**src/design/eee_global_pkg.sv**
```systemverilog
// Constants for the global low-power-idle register set
package eee_global_pkg;
  // ---------------------------------------------------------------
  // Direct byte addresses of the indirect access path
  // ---------------------------------------------------------------
  localparam logic [7:0] ADDR_IND_CTRL  = 8'h6e;
  localparam logic [7:0] ADDR_IND_ADDR  = 8'h6f;
  localparam logic [7:0] ADDR_IND_DATA  = 8'ha0;
  localparam logic [2:0] TABLE_EEE      = 3'h1;
  localparam logic [3:0] TARGET_GLOBAL  = 4'h0;
  localparam int         CTRL_TABLE_MSB = 7;
  localparam int         CTRL_TABLE_LSB = 5;
  localparam int         CTRL_TGT_MSB   = 3;

  // ---------------------------------------------------------------
  // Indirect offsets of the high byte of each 16-bit register
  // ---------------------------------------------------------------
  localparam logic [7:0] OFS_BUF_CTRL   = 8'h30;
  localparam logic [7:0] OFS_WAIT_CTRL  = 8'h32;
  localparam logic [7:0] OFS_DIAG_CTRL  = 8'h34;
  localparam logic [7:0] OFS_MIN_IDLE   = 8'h36;
  localparam logic [7:0] OFS_WAKE_THR   = 8'h38;
  localparam logic [7:0] OFS_GLOB_DIAG  = 8'h3a;

  // ---------------------------------------------------------------
  // Fields and reset values
  // ---------------------------------------------------------------
  localparam int          BUF_TERM_BIT     = 7;
  localparam logic [15:0] BUF_CTRL_FIXED   = 16'h4010;
  localparam logic        BUF_TERM_RST     = 1'b0;
  localparam logic [15:0] WAIT_CTRL_RST    = 16'h0010;
  localparam logic [15:0] DIAG_CTRL_FIXED  = 16'h6800;
  localparam logic [3:0]  NEXT_PAGE_RST    = 4'hf;
  localparam logic [15:0] MIN_IDLE_VAL     = 16'h0000;
  localparam logic [15:0] WAKE_THR_VAL     = 16'h0201;
  localparam logic [15:0] GLOB_DIAG_VAL    = 16'h0001;
  localparam int          NUM_PORTS        = 4;
endpackage

```
**src/design/eee_global_indirect_regs.sv**
```systemverilog
// Global low-power-idle registers behind the indirect byte access path
`timescale 1ns/100ps
// Overview of operation
// Control byte table field 001 and target 0 selects the global set.
// Address byte picks register byte; data byte reads or writes it.
// Terminate enable set: input traffic abandons pending idle request.
// Low four diagnostic bits enable next page per port, reset to one.
// Wake-up longer than threshold 0x0201 increments the error count.
// Software leaves threshold alone; it is read-only here.
// Only copper ports; same indirect scheme for global and port sets.
// Reserved read-only fields return defaults; writes to them ignored.
module eee_global_indirect_regs
#(
  parameter int CNT_W = 16
)
(
  input  wire logic                          mclk,
  input  wire logic                          resetn,
  input  wire logic [7:0]                    reg_addr,
  input  wire logic [7:0]                    reg_wdata,
  input  wire logic                          reg_wr,
  input  wire logic                          reg_rd,
  output logic      [7:0]                    reg_rdata_q,
  input  wire logic                          idle_req_in,
  input  wire logic                          input_traffic,
  output logic                               idle_req_q,
  input  wire logic                          wake_start,
  input  wire logic                          wake_done,
  output logic      [CNT_W-1:0]              wake_err_cnt_q,
  output logic      [eee_global_pkg::NUM_PORTS-1:0] next_page_en_q,
  output logic      [15:0]                   queue_wait_q
);
  import eee_global_pkg::*;

  // ---------------------------------------------------------------
  // Elaboration checks
  // ---------------------------------------------------------------
  if (CNT_W < 1 || CNT_W > 32)
  begin : g_bad_cnt_w
    $error("CNT_W out of range");
  end

  // Read word packs the enables below twelve fixed bits
  if (NUM_PORTS != 4)
  begin : g_bad_ports
    $error("NUM_PORTS must be 4");
  end

  // ---------------------------------------------------------------
  // Indirect control and address bytes
  // ---------------------------------------------------------------
  logic [7:0]  ind_ctrl_q;
  logic [7:0]  ind_addr_q;
  logic        term_en_q;
  logic        sel_global;
  logic        data_wr;
  logic [7:0]  ofs_even;
  logic [15:0] rd_word;
  logic [7:0]  rd_byte;

  always_ff @(posedge mclk)
  begin
    if (!resetn)
    begin
      ind_ctrl_q <= 8'h00;
      ind_addr_q <= 8'h00;
    end
    else if (reg_wr)
    begin
      if (reg_addr == ADDR_IND_CTRL)
        ind_ctrl_q <= reg_wdata;
      if (reg_addr == ADDR_IND_ADDR)
        ind_addr_q <= reg_wdata;
    end
  end

  // Global set reached only with table 001 and target 0
  assign sel_global =
    (ind_ctrl_q[CTRL_TABLE_MSB:CTRL_TABLE_LSB] == TABLE_EEE) &&
    (ind_ctrl_q[CTRL_TGT_MSB:0] == TARGET_GLOBAL);
  assign data_wr  = reg_wr && (reg_addr == ADDR_IND_DATA) && sel_global;
  assign ofs_even = {ind_addr_q[7:1], 1'b0};

  // ---------------------------------------------------------------
  // Writable fields; even offset is the high byte
  // ---------------------------------------------------------------
  // Only bit 7 of the low byte is writable; the rest is fixed
  always_ff @(posedge mclk)
  begin
    if (!resetn)
      term_en_q <= BUF_TERM_RST;
    else if (data_wr && ind_addr_q == (OFS_BUF_CTRL | 8'h01))
      term_en_q <= reg_wdata[BUF_TERM_BIT];
  end

  // No auto-increment: each byte is reached by its own offset
  always_ff @(posedge mclk)
  begin
    if (!resetn)
      queue_wait_q <= WAIT_CTRL_RST;
    else if (data_wr && ofs_even == OFS_WAIT_CTRL)
    begin
      if (ind_addr_q[0])
        queue_wait_q[7:0] <= reg_wdata;
      else
        queue_wait_q[15:8] <= reg_wdata;
    end
  end

  always_ff @(posedge mclk)
  begin
    if (!resetn)
      next_page_en_q <= NEXT_PAGE_RST;
    else if (data_wr && ind_addr_q == (OFS_DIAG_CTRL | 8'h01))
      next_page_en_q <= reg_wdata[NUM_PORTS-1:0];
  end

  // ---------------------------------------------------------------
  // Read path
  // ---------------------------------------------------------------
  always_comb
  begin
    rd_word = 16'h0000;
    unique case (ofs_even)
      OFS_BUF_CTRL:  rd_word = BUF_CTRL_FIXED |
                               {8'h00, term_en_q, 7'h00};
      OFS_WAIT_CTRL: rd_word = queue_wait_q;
      OFS_DIAG_CTRL: rd_word = DIAG_CTRL_FIXED |
                               {12'h000, next_page_en_q};
      OFS_MIN_IDLE:  rd_word = MIN_IDLE_VAL;
      OFS_WAKE_THR:  rd_word = WAKE_THR_VAL;
      OFS_GLOB_DIAG: rd_word = GLOB_DIAG_VAL;
      default:       rd_word = 16'h0000;
    endcase
    rd_byte = ind_addr_q[0] ? rd_word[7:0] : rd_word[15:8];
  end

  // Holds the last answer until the next read strobe
  always_ff @(posedge mclk)
  begin
    if (!resetn)
      reg_rdata_q <= 8'h00;
    else if (reg_rd)
    begin
      if (reg_addr == ADDR_IND_CTRL)
        reg_rdata_q <= ind_ctrl_q;
      else if (reg_addr == ADDR_IND_ADDR)
        reg_rdata_q <= ind_addr_q;
      else if (reg_addr == ADDR_IND_DATA && sel_global)
        reg_rdata_q <= rd_byte;
      else
        reg_rdata_q <= 8'h00;
    end
  end

  // ---------------------------------------------------------------
  // Idle request, abandoned by input traffic when enabled
  // ---------------------------------------------------------------
  logic aborted_q;

  // Abandon sticks until the request drops, so a gap in the
  // traffic cannot revive a request that was already given up
  always_ff @(posedge mclk)
  begin
    if (!resetn)
      aborted_q <= 1'b0;
    else if (!idle_req_in)
      aborted_q <= 1'b0;
    else if (term_en_q && input_traffic)
      aborted_q <= 1'b1;
  end

  always_ff @(posedge mclk)
  begin
    if (!resetn)
      idle_req_q <= 1'b0;
    else
      idle_req_q <= idle_req_in && !aborted_q &&
                    !(term_en_q && input_traffic);
  end

  // ---------------------------------------------------------------
  // Wake-up duration check
  // ---------------------------------------------------------------
  logic        waking_q;
  logic        late_q;
  logic [15:0] wake_cnt_q;

  // Counting stops once late: one slow wake-up, one error
  always_ff @(posedge mclk)
  begin
    if (!resetn)
    begin
      waking_q   <= 1'b0;
      late_q     <= 1'b0;
      wake_cnt_q <= 16'h0000;
    end
    else if (wake_start)
    begin
      waking_q   <= 1'b1;
      late_q     <= 1'b0;
      wake_cnt_q <= 16'h0000;
    end
    else if (wake_done)
      waking_q <= 1'b0;
    else if (waking_q && !late_q)
    begin
      wake_cnt_q <= wake_cnt_q + 16'h0001;
      if (wake_cnt_q == WAKE_THR_VAL)
        late_q <= 1'b1;
    end
  end

  // Saturates instead of wrapping back to zero
  always_ff @(posedge mclk)
  begin
    if (!resetn)
      wake_err_cnt_q <= '0;
    else if (waking_q && !wake_start && !wake_done && !late_q &&
             wake_cnt_q == WAKE_THR_VAL &&
             wake_err_cnt_q != {CNT_W{1'b1}})
      wake_err_cnt_q <= wake_err_cnt_q + 1'b1;
  end
endmodule

```
**config.mk**
```make
export PLATFORM = sky130hd
export DESIGN_NAME = eee_global_indirect_regs
export DESIGN_NICKNAME = d
export VERILOG_FILES = /design/src/design/eee_global_pkg.sv /design/src/design/eee_global_indirect_regs.sv
export SDC_FILE = /design/constraint.sdc
export NUM_CORES = 1
export LEC_CHECK = 0
export BUFFER_PORTS_ARGS = -buffer_cell sky130_fd_sc_hd__buf_2
export CAP_MARGIN = 20
export CORE_ASPECT_RATIO = 0.75
export CORE_MARGIN = 4
export CORE_UTILIZATION = 45
export DETAILED_ROUTE_END_ITERATION = 6
export PLACE_DENSITY = 0.68
export SETUP_SLACK_MARGIN = 0.15
export SKIP_LAST_GASP = 1
export SLEW_MARGIN = 40
export SYNTH_ARGS = -nofsm -noshare
export SYNTH_HDL_FRONTEND = slang
export SYNTH_SLANG_ARGS = --single-unit
```
**constraint.sdc**
```tcl
create_clock -name mclk -period 3.1 [get_ports mclk]
set_clock_uncertainty 0.1 [all_clocks]
set_input_delay 0.155 -clock mclk [delete_from_list [all_inputs] [get_ports mclk]]
set_output_delay 0.155 -clock mclk [all_outputs]
set_load 0.02 [all_outputs]
```
======== After elaboration in Yosys (flattened, before gate mapping) ========
Index checks and enable logic that the tools add are counted.
storage, ports and cells
  bits in writable memories ............... 0
  latch bits .............................. 0
  bits in read-only memories .............. 0
  word-level logic and storage cells ...... 69
  memories kept ........................... 0
  input bits .............................. 24
  register bits ........................... 81
cells by class
  eq/ne operators ......................... 13
  add/subtract/negate cells ............... 2
  shifts and indexed selects .............. 0
  $lt $le $gt $ge ......................... 0
  $mul .................................... 0
  multiplexer cells ....................... 7
  bitwise operators ....................... 3
  divide/modulo/power cells ............... 0
  reductions and logical operators ........ 31
operator list
  operator               number
  $pmux 16 s5            1
  $eq 7x5->1 const B     5
  $add 16x1->16 const B  2
  $mux 8                 4
  $eq 16x10->1 const B   1
  $eq 8x6->1 const B     2
  $eq 8x7->1 const B     2
  $logic_and 1x1->1      16
  $ne 16x16->1 const B   1
  $reduce_and 2->1       6
  $eq 8x8->1 const B     1
  $logic_not 1->1        5
  $logic_not 4->1        1
  $eq 3x1->1 const B     1
  $not 1->1              3
  $reduce_and 3->1       1
  $mux 1                 2
  $reduce_bool 2->1      1
  $reduce_or 2->1        1

======== Depth between registers and ports, before layout ========
  depth in word-level cells ............... 6
  gate-level depth with buffers ........... 8

======== Worst setup path after synthesis ========
No wires, ideal clock.
  kind .................................... register to register
  from .................................... reg wake_cnt_q[0]
  to ...................................... reg wake_err_cnt_q[10]
  setup slack ............................. 0.912 ns
  arrival time ............................ 2.018 ns
  required time ........................... 2.929 ns
  stages on the path, launching flop included .. 8
  setup time .............................. 0.071 ns
  cells stage by stage .................... dfxtp_1 -> ha_1 -> nor4bb_1 -> nand3_1 -> or4_1 -> buf_2 -> or3_1 -> a21oi_1
between the ends
  cells in the longest elaborated chain, start to end .. 3
ends and longest elaborated chain
  item                    line                             text
  start, declared         eee_global_indirect_regs.sv:187  logic [15:0] wake_cnt_q;
  start signal, assigned  eee_global_indirect_regs.sv:208  wake_cnt_q <= wake_cnt_q + 16'h0001;
  $eq 16x10->1            eee_global_indirect_regs.sv:220  wake_cnt_q == WAKE_THR_VAL &&
  $logic_and 1x1->1       eee_global_indirect_regs.sv:219  else if (waking_q && !wake_start && !wake_done && !late_q &&
  $logic_and 1x1->1       eee_global_indirect_regs.sv:220
  end signal, assigned    eee_global_indirect_regs.sv:222  wake_err_cnt_q <= wake_err_cnt_q + 1'b1;
  end, declared           eee_global_indirect_regs.sv:29   output logic [CNT_W-1:0] wake_err_cnt_q,
No other way between the ends.
A chain may end at the register's enable or synchronous reset.

======== Worst setup path after layout ========
  from .................................... reg wake_cnt_q[0]
  to ...................................... reg wake_err_cnt_q[8]
Same word-level chain as after synthesis.

==> flow_summary.json <==
{
  "design.core.area_um2": 8090,
  "die_y_um": 87.9,
  "ff_latch_area_um2": 1620,
  "worst_setup_hold_path_clk_slew_ps": 60,
  "final_core_utilization_pct": 57.3,
  "clkSinkCount": 81,
  "critical_path_arrival_ps": 2640,
  "post_route_cells_drive_above_1_share_pct": 18.5,
  "rsz0062_at_grt": "false",
  "synthSimpleGateAreaFrac_pct": 28.4,
  "clock-root-buffer": "sky130_fd_sc_hd__clkbuf_16",
  "ys_seq_area_share_pct": 42.3,
  "synthMuxAreaShare_pct": 11.0,
  "avgViaCountPerCell": 5.69,
  "critPathMaxFanout": 10,
  "cts_tree": "built",
  "cts_hold_repair.buffers": 5,
  "max_capacitance_violation_count": 0,
  "first_global_vias": 3302,
  "synth_flop_type": "sky130_fd_sc_hd__dfxtp_1",
  "run_status": "complete, no violations",
  "post-synth-top-area-cell": "sky130_fd_sc_hd__dfxtp_1",
  "setup-tns-final_ps": 0,
  "multi_input_comb_area_um2": 2100,
  "count_of_input_and_output_buffers": 68,
  "whs_ps": 11.7,
  "place.gp.congestion": 0.925,
  "syn_avg_cell_area_um2": 8.52,
  "layout_min_cycle_time_ps": 2480,
  "report.final.setup_viol": 0,
  "synth.net_count": 477,
  "worst_setup_path_start_kind": "register",
  "timing_worst_slew_pin_value_ps": 666,
  "die_x_um": 115,
  "antenna_found_initial": 0,
  "postSynthRegisterBits": 81,
  "filler_cell_count": 749,
  "route.vias.total": 3581,
  "global_route.usage.total_pct": 21.3,
  "worst-setup-path-type": "register to register",
  "wirelength_mm": 10.3,
  "synth-edff-count": 0,
  "vdd_drop_max_v": 0.000336,
  "min-delay-path-class": "primary input to register",
  "max_freq_mhz": 403,
  "drcViolationCount": 0,
  "post-dp-hpwl_mm": 7.34,
  "drt_iter0_drc": 216,
  "count_of_endpoints_failing_hold_in_the_final_timing_report": 0,
  "finalPower_w": 0.00224,
  "first_pass_grt_wire_length_mm": 16.7,
  "netlist_instances": 450,
  "synth_area_in_compound_gates_pct": 11.5,
  "die_area_um2": 10100,
  "synth_area_leaders": "sky130_fd_sc_hd__dfxtp_1 (42%), sky130_fd_sc_hd__mux2i_1 (11%), sky130_fd_sc_hd__nor2_1 (6.0%), sky130_fd_sc_hd__a21oi_1 (4.6%), sky130_fd_sc_hd__nand2_1 (3.5%)",
  "num_antenna_cells": 0,
  "ctsResizeCount": 0,
  "synth_top_area_share_pct": 42.3,
  "drt_first_pass_iters": 4,
  "areaGrowthSynthToFinish_pct": 21.0,
  "floorplan.initialDensity_pct": 47.4,
  "mappedNetlistArea_um2": 3830,
  "cts_buffer_depth": 2,
  "post-cts-setup-buffers": 0,
  "worstSetupEndpointType": "register",
  "routedWlPerCell_um": 16.4,
  "post_synth_num_cell_types": 50,
  "power_density_nw_per_um2": 482,
  "max_slew_margin_pct": 55.6,
  "cts_max_level": 3,
  "post-route-period-util_pct": 80.0,
  "power_leakage_nw": 1.90,
  "placementRows": 28,
  "crit_required_ps": 3260,
  "cts-buffers-inserted": 9,
  "adder_cell_share_of_the_synthesized_area_pct": 0.979,
  "worstSkewPairLatency_ps": 340,
  "synth-xor-area-share_pct": 2.97,
  "synthesis.yosys.warnings": 0,
  "post_detailed_route_count_of_antenna_violating_nets": 0,
  "report.final.slew_viol_count": 0,
  "final_net_count": 546,
  "synth_top_family_by_area": "simple AND/OR/NAND/NOR gates",
  "grt_overflow_total": 0,
  "async_flop_share_pct": 0,
  "io_pins": 69,
  "grt_start_max_net_pins": 52
}
==> layout make-up <==
| cell class | instances | area share [%] |
|---|---|---|
| timing repair buffer | 79 | 9.39 |
| tap | 105 | 2.83 |
| clock inverter | 4 | 1.08 |
| sequential | 81 | 35.0 |
| inverter | 8 | 0.648 |
| clock buffer | 12 | 5.75 |
| multi-input combinational | 340 | 45.3 |
==> power by group <==
group	switching, W	internal (W)	total, W
combinational	0.0000550	0.0000294	0.0000844
clock	0.000416	0.000688	0.00110
sequential	0.00000259	0.00105	0.00105
==> state kept, by name, indices dropped and copies added, names as in the netlist <==
register / cells
reg_rdata_q: 8
wake_cnt_q: 16
wake_err_cnt_q: 16
late_q: 1
idle_req_q: 1
ind_addr_q: 8
aborted_q: 1
next_page_en_q: 4
ind_ctrl_q: 8
waking_q: 1
queue_wait_q: 16
term_en_q: 1
==> synthesized netlist by cell type, types with 2 or more instances <==
master                     number
sky130_fd_sc_hd__o311ai_0       2
sky130_fd_sc_hd__nor4_1         7
sky130_fd_sc_hd__nor3b_1        3
sky130_fd_sc_hd__a31oi_1        3
sky130_fd_sc_hd__clkbuf_1      19
sky130_fd_sc_hd__nor2_1        61
sky130_fd_sc_hd__o41ai_1        2
sky130_fd_sc_hd__nor4b_1        3
sky130_fd_sc_hd__dfxtp_1       81
sky130_fd_sc_hd__ha_1           3
sky130_fd_sc_hd__nor4bb_1       4
sky130_fd_sc_hd__inv_1          7
sky130_fd_sc_hd__a22oi_1        2
sky130_fd_sc_hd__o21ai_0       18
sky130_fd_sc_hd__xnor2_1        6
sky130_fd_sc_hd__mux2i_1       41
sky130_fd_sc_hd__and3_1        14
sky130_fd_sc_hd__nor3_1        12
sky130_fd_sc_hd__nand3_1       21
sky130_fd_sc_hd__a21oi_1       35
sky130_fd_sc_hd__xor2_1         7
sky130_fd_sc_hd__nand4_1       14
sky130_fd_sc_hd__o21a_1         3
sky130_fd_sc_hd__nor2b_1        2
sky130_fd_sc_hd__nand2b_1       4
sky130_fd_sc_hd__and4_1         7
sky130_fd_sc_hd__or3_1         11
sky130_fd_sc_hd__nand2_1       36
==> placed cells by master, fill, tap and decap left out, types with 7 or more instances in the layout <==
master,n
sky130_fd_sc_hd__dfxtp_1,81
sky130_fd_sc_hd__buf_2,68
sky130_fd_sc_hd__nor2_1,61
sky130_fd_sc_hd__mux2i_1,41
sky130_fd_sc_hd__nand2_1,36
sky130_fd_sc_hd__a21oi_1,35
sky130_fd_sc_hd__nand3_1,21
sky130_fd_sc_hd__o21ai_0,18
sky130_fd_sc_hd__and3_1,14
sky130_fd_sc_hd__nand4_1,14
sky130_fd_sc_hd__nor3_1,12
sky130_fd_sc_hd__or3_1,11
sky130_fd_sc_hd__clkbuf_16,9
sky130_fd_sc_hd__inv_1,7
sky130_fd_sc_hd__and4_1,7
sky130_fd_sc_hd__nor4_1,7
sky130_fd_sc_hd__xor2_1,7
==> per-stage QoR <==
step	cells	worst slack (ps)	instance area [um2]
3_3_place_gp	608	792	4270
6_report	629	621	4640
2_1_floorplan	450	912	3830
4_1_cts	629	636	4640
5_1_grt	629	447	4640
3_5_place_dp	608	707	4270
==> path summary, 6_finish.rpt <==
check	startpoint	end	slack, ps	cells after the start
worst max-delay path	wake_cnt_q[0]	wake_err_cnt_q[8]	620	6
worst max register to register	wake_cnt_q[0]	wake_err_cnt_q[8]	620	6
worst min register to register	ind_ctrl_q[4]	ind_ctrl_q[4]	360	2
worst min-delay path	wake_start	waking_q	10	3
==> layer usage <==
metal	wire [um]	share of wire [%]	vias up	GRT usage [%]
met5	0	0	-	0
met4	106	1.0	0	7.87
met3	968	9.4	11	6.01
met2	4270	41	139	30.1
met1	4970	48	1662	30.7
li1	-	-	1769	-
==> worst max-delay path, cell delays in order (launching register included) <==
cell,delay (ps)
sky130_fd_sc_hd__dfxtp_1,400
sky130_fd_sc_hd__ha_1,160
sky130_fd_sc_hd__nor4bb_1,310
sky130_fd_sc_hd__nand3_1,160
sky130_fd_sc_hd__or4_1,670
sky130_fd_sc_hd__or3_1,420
sky130_fd_sc_hd__a21oi_1,180
==> logic make-up (layout without fill, tap and decap cells) <==
| kind of cell | after synthesis | in the layout |
|---|---|---|
| flops | 81 | 81 |
| xor+xnor | 13 | 13 |
| buf+inv | 29 | 103 |
| simple gates | 208 | 208 |
| compound gates | 74 | 74 |
| fa+ha+maj | 3 | 3 |
| mux | 42 | 42 |
No activity file was read; power rests on OpenSTA's default activity.
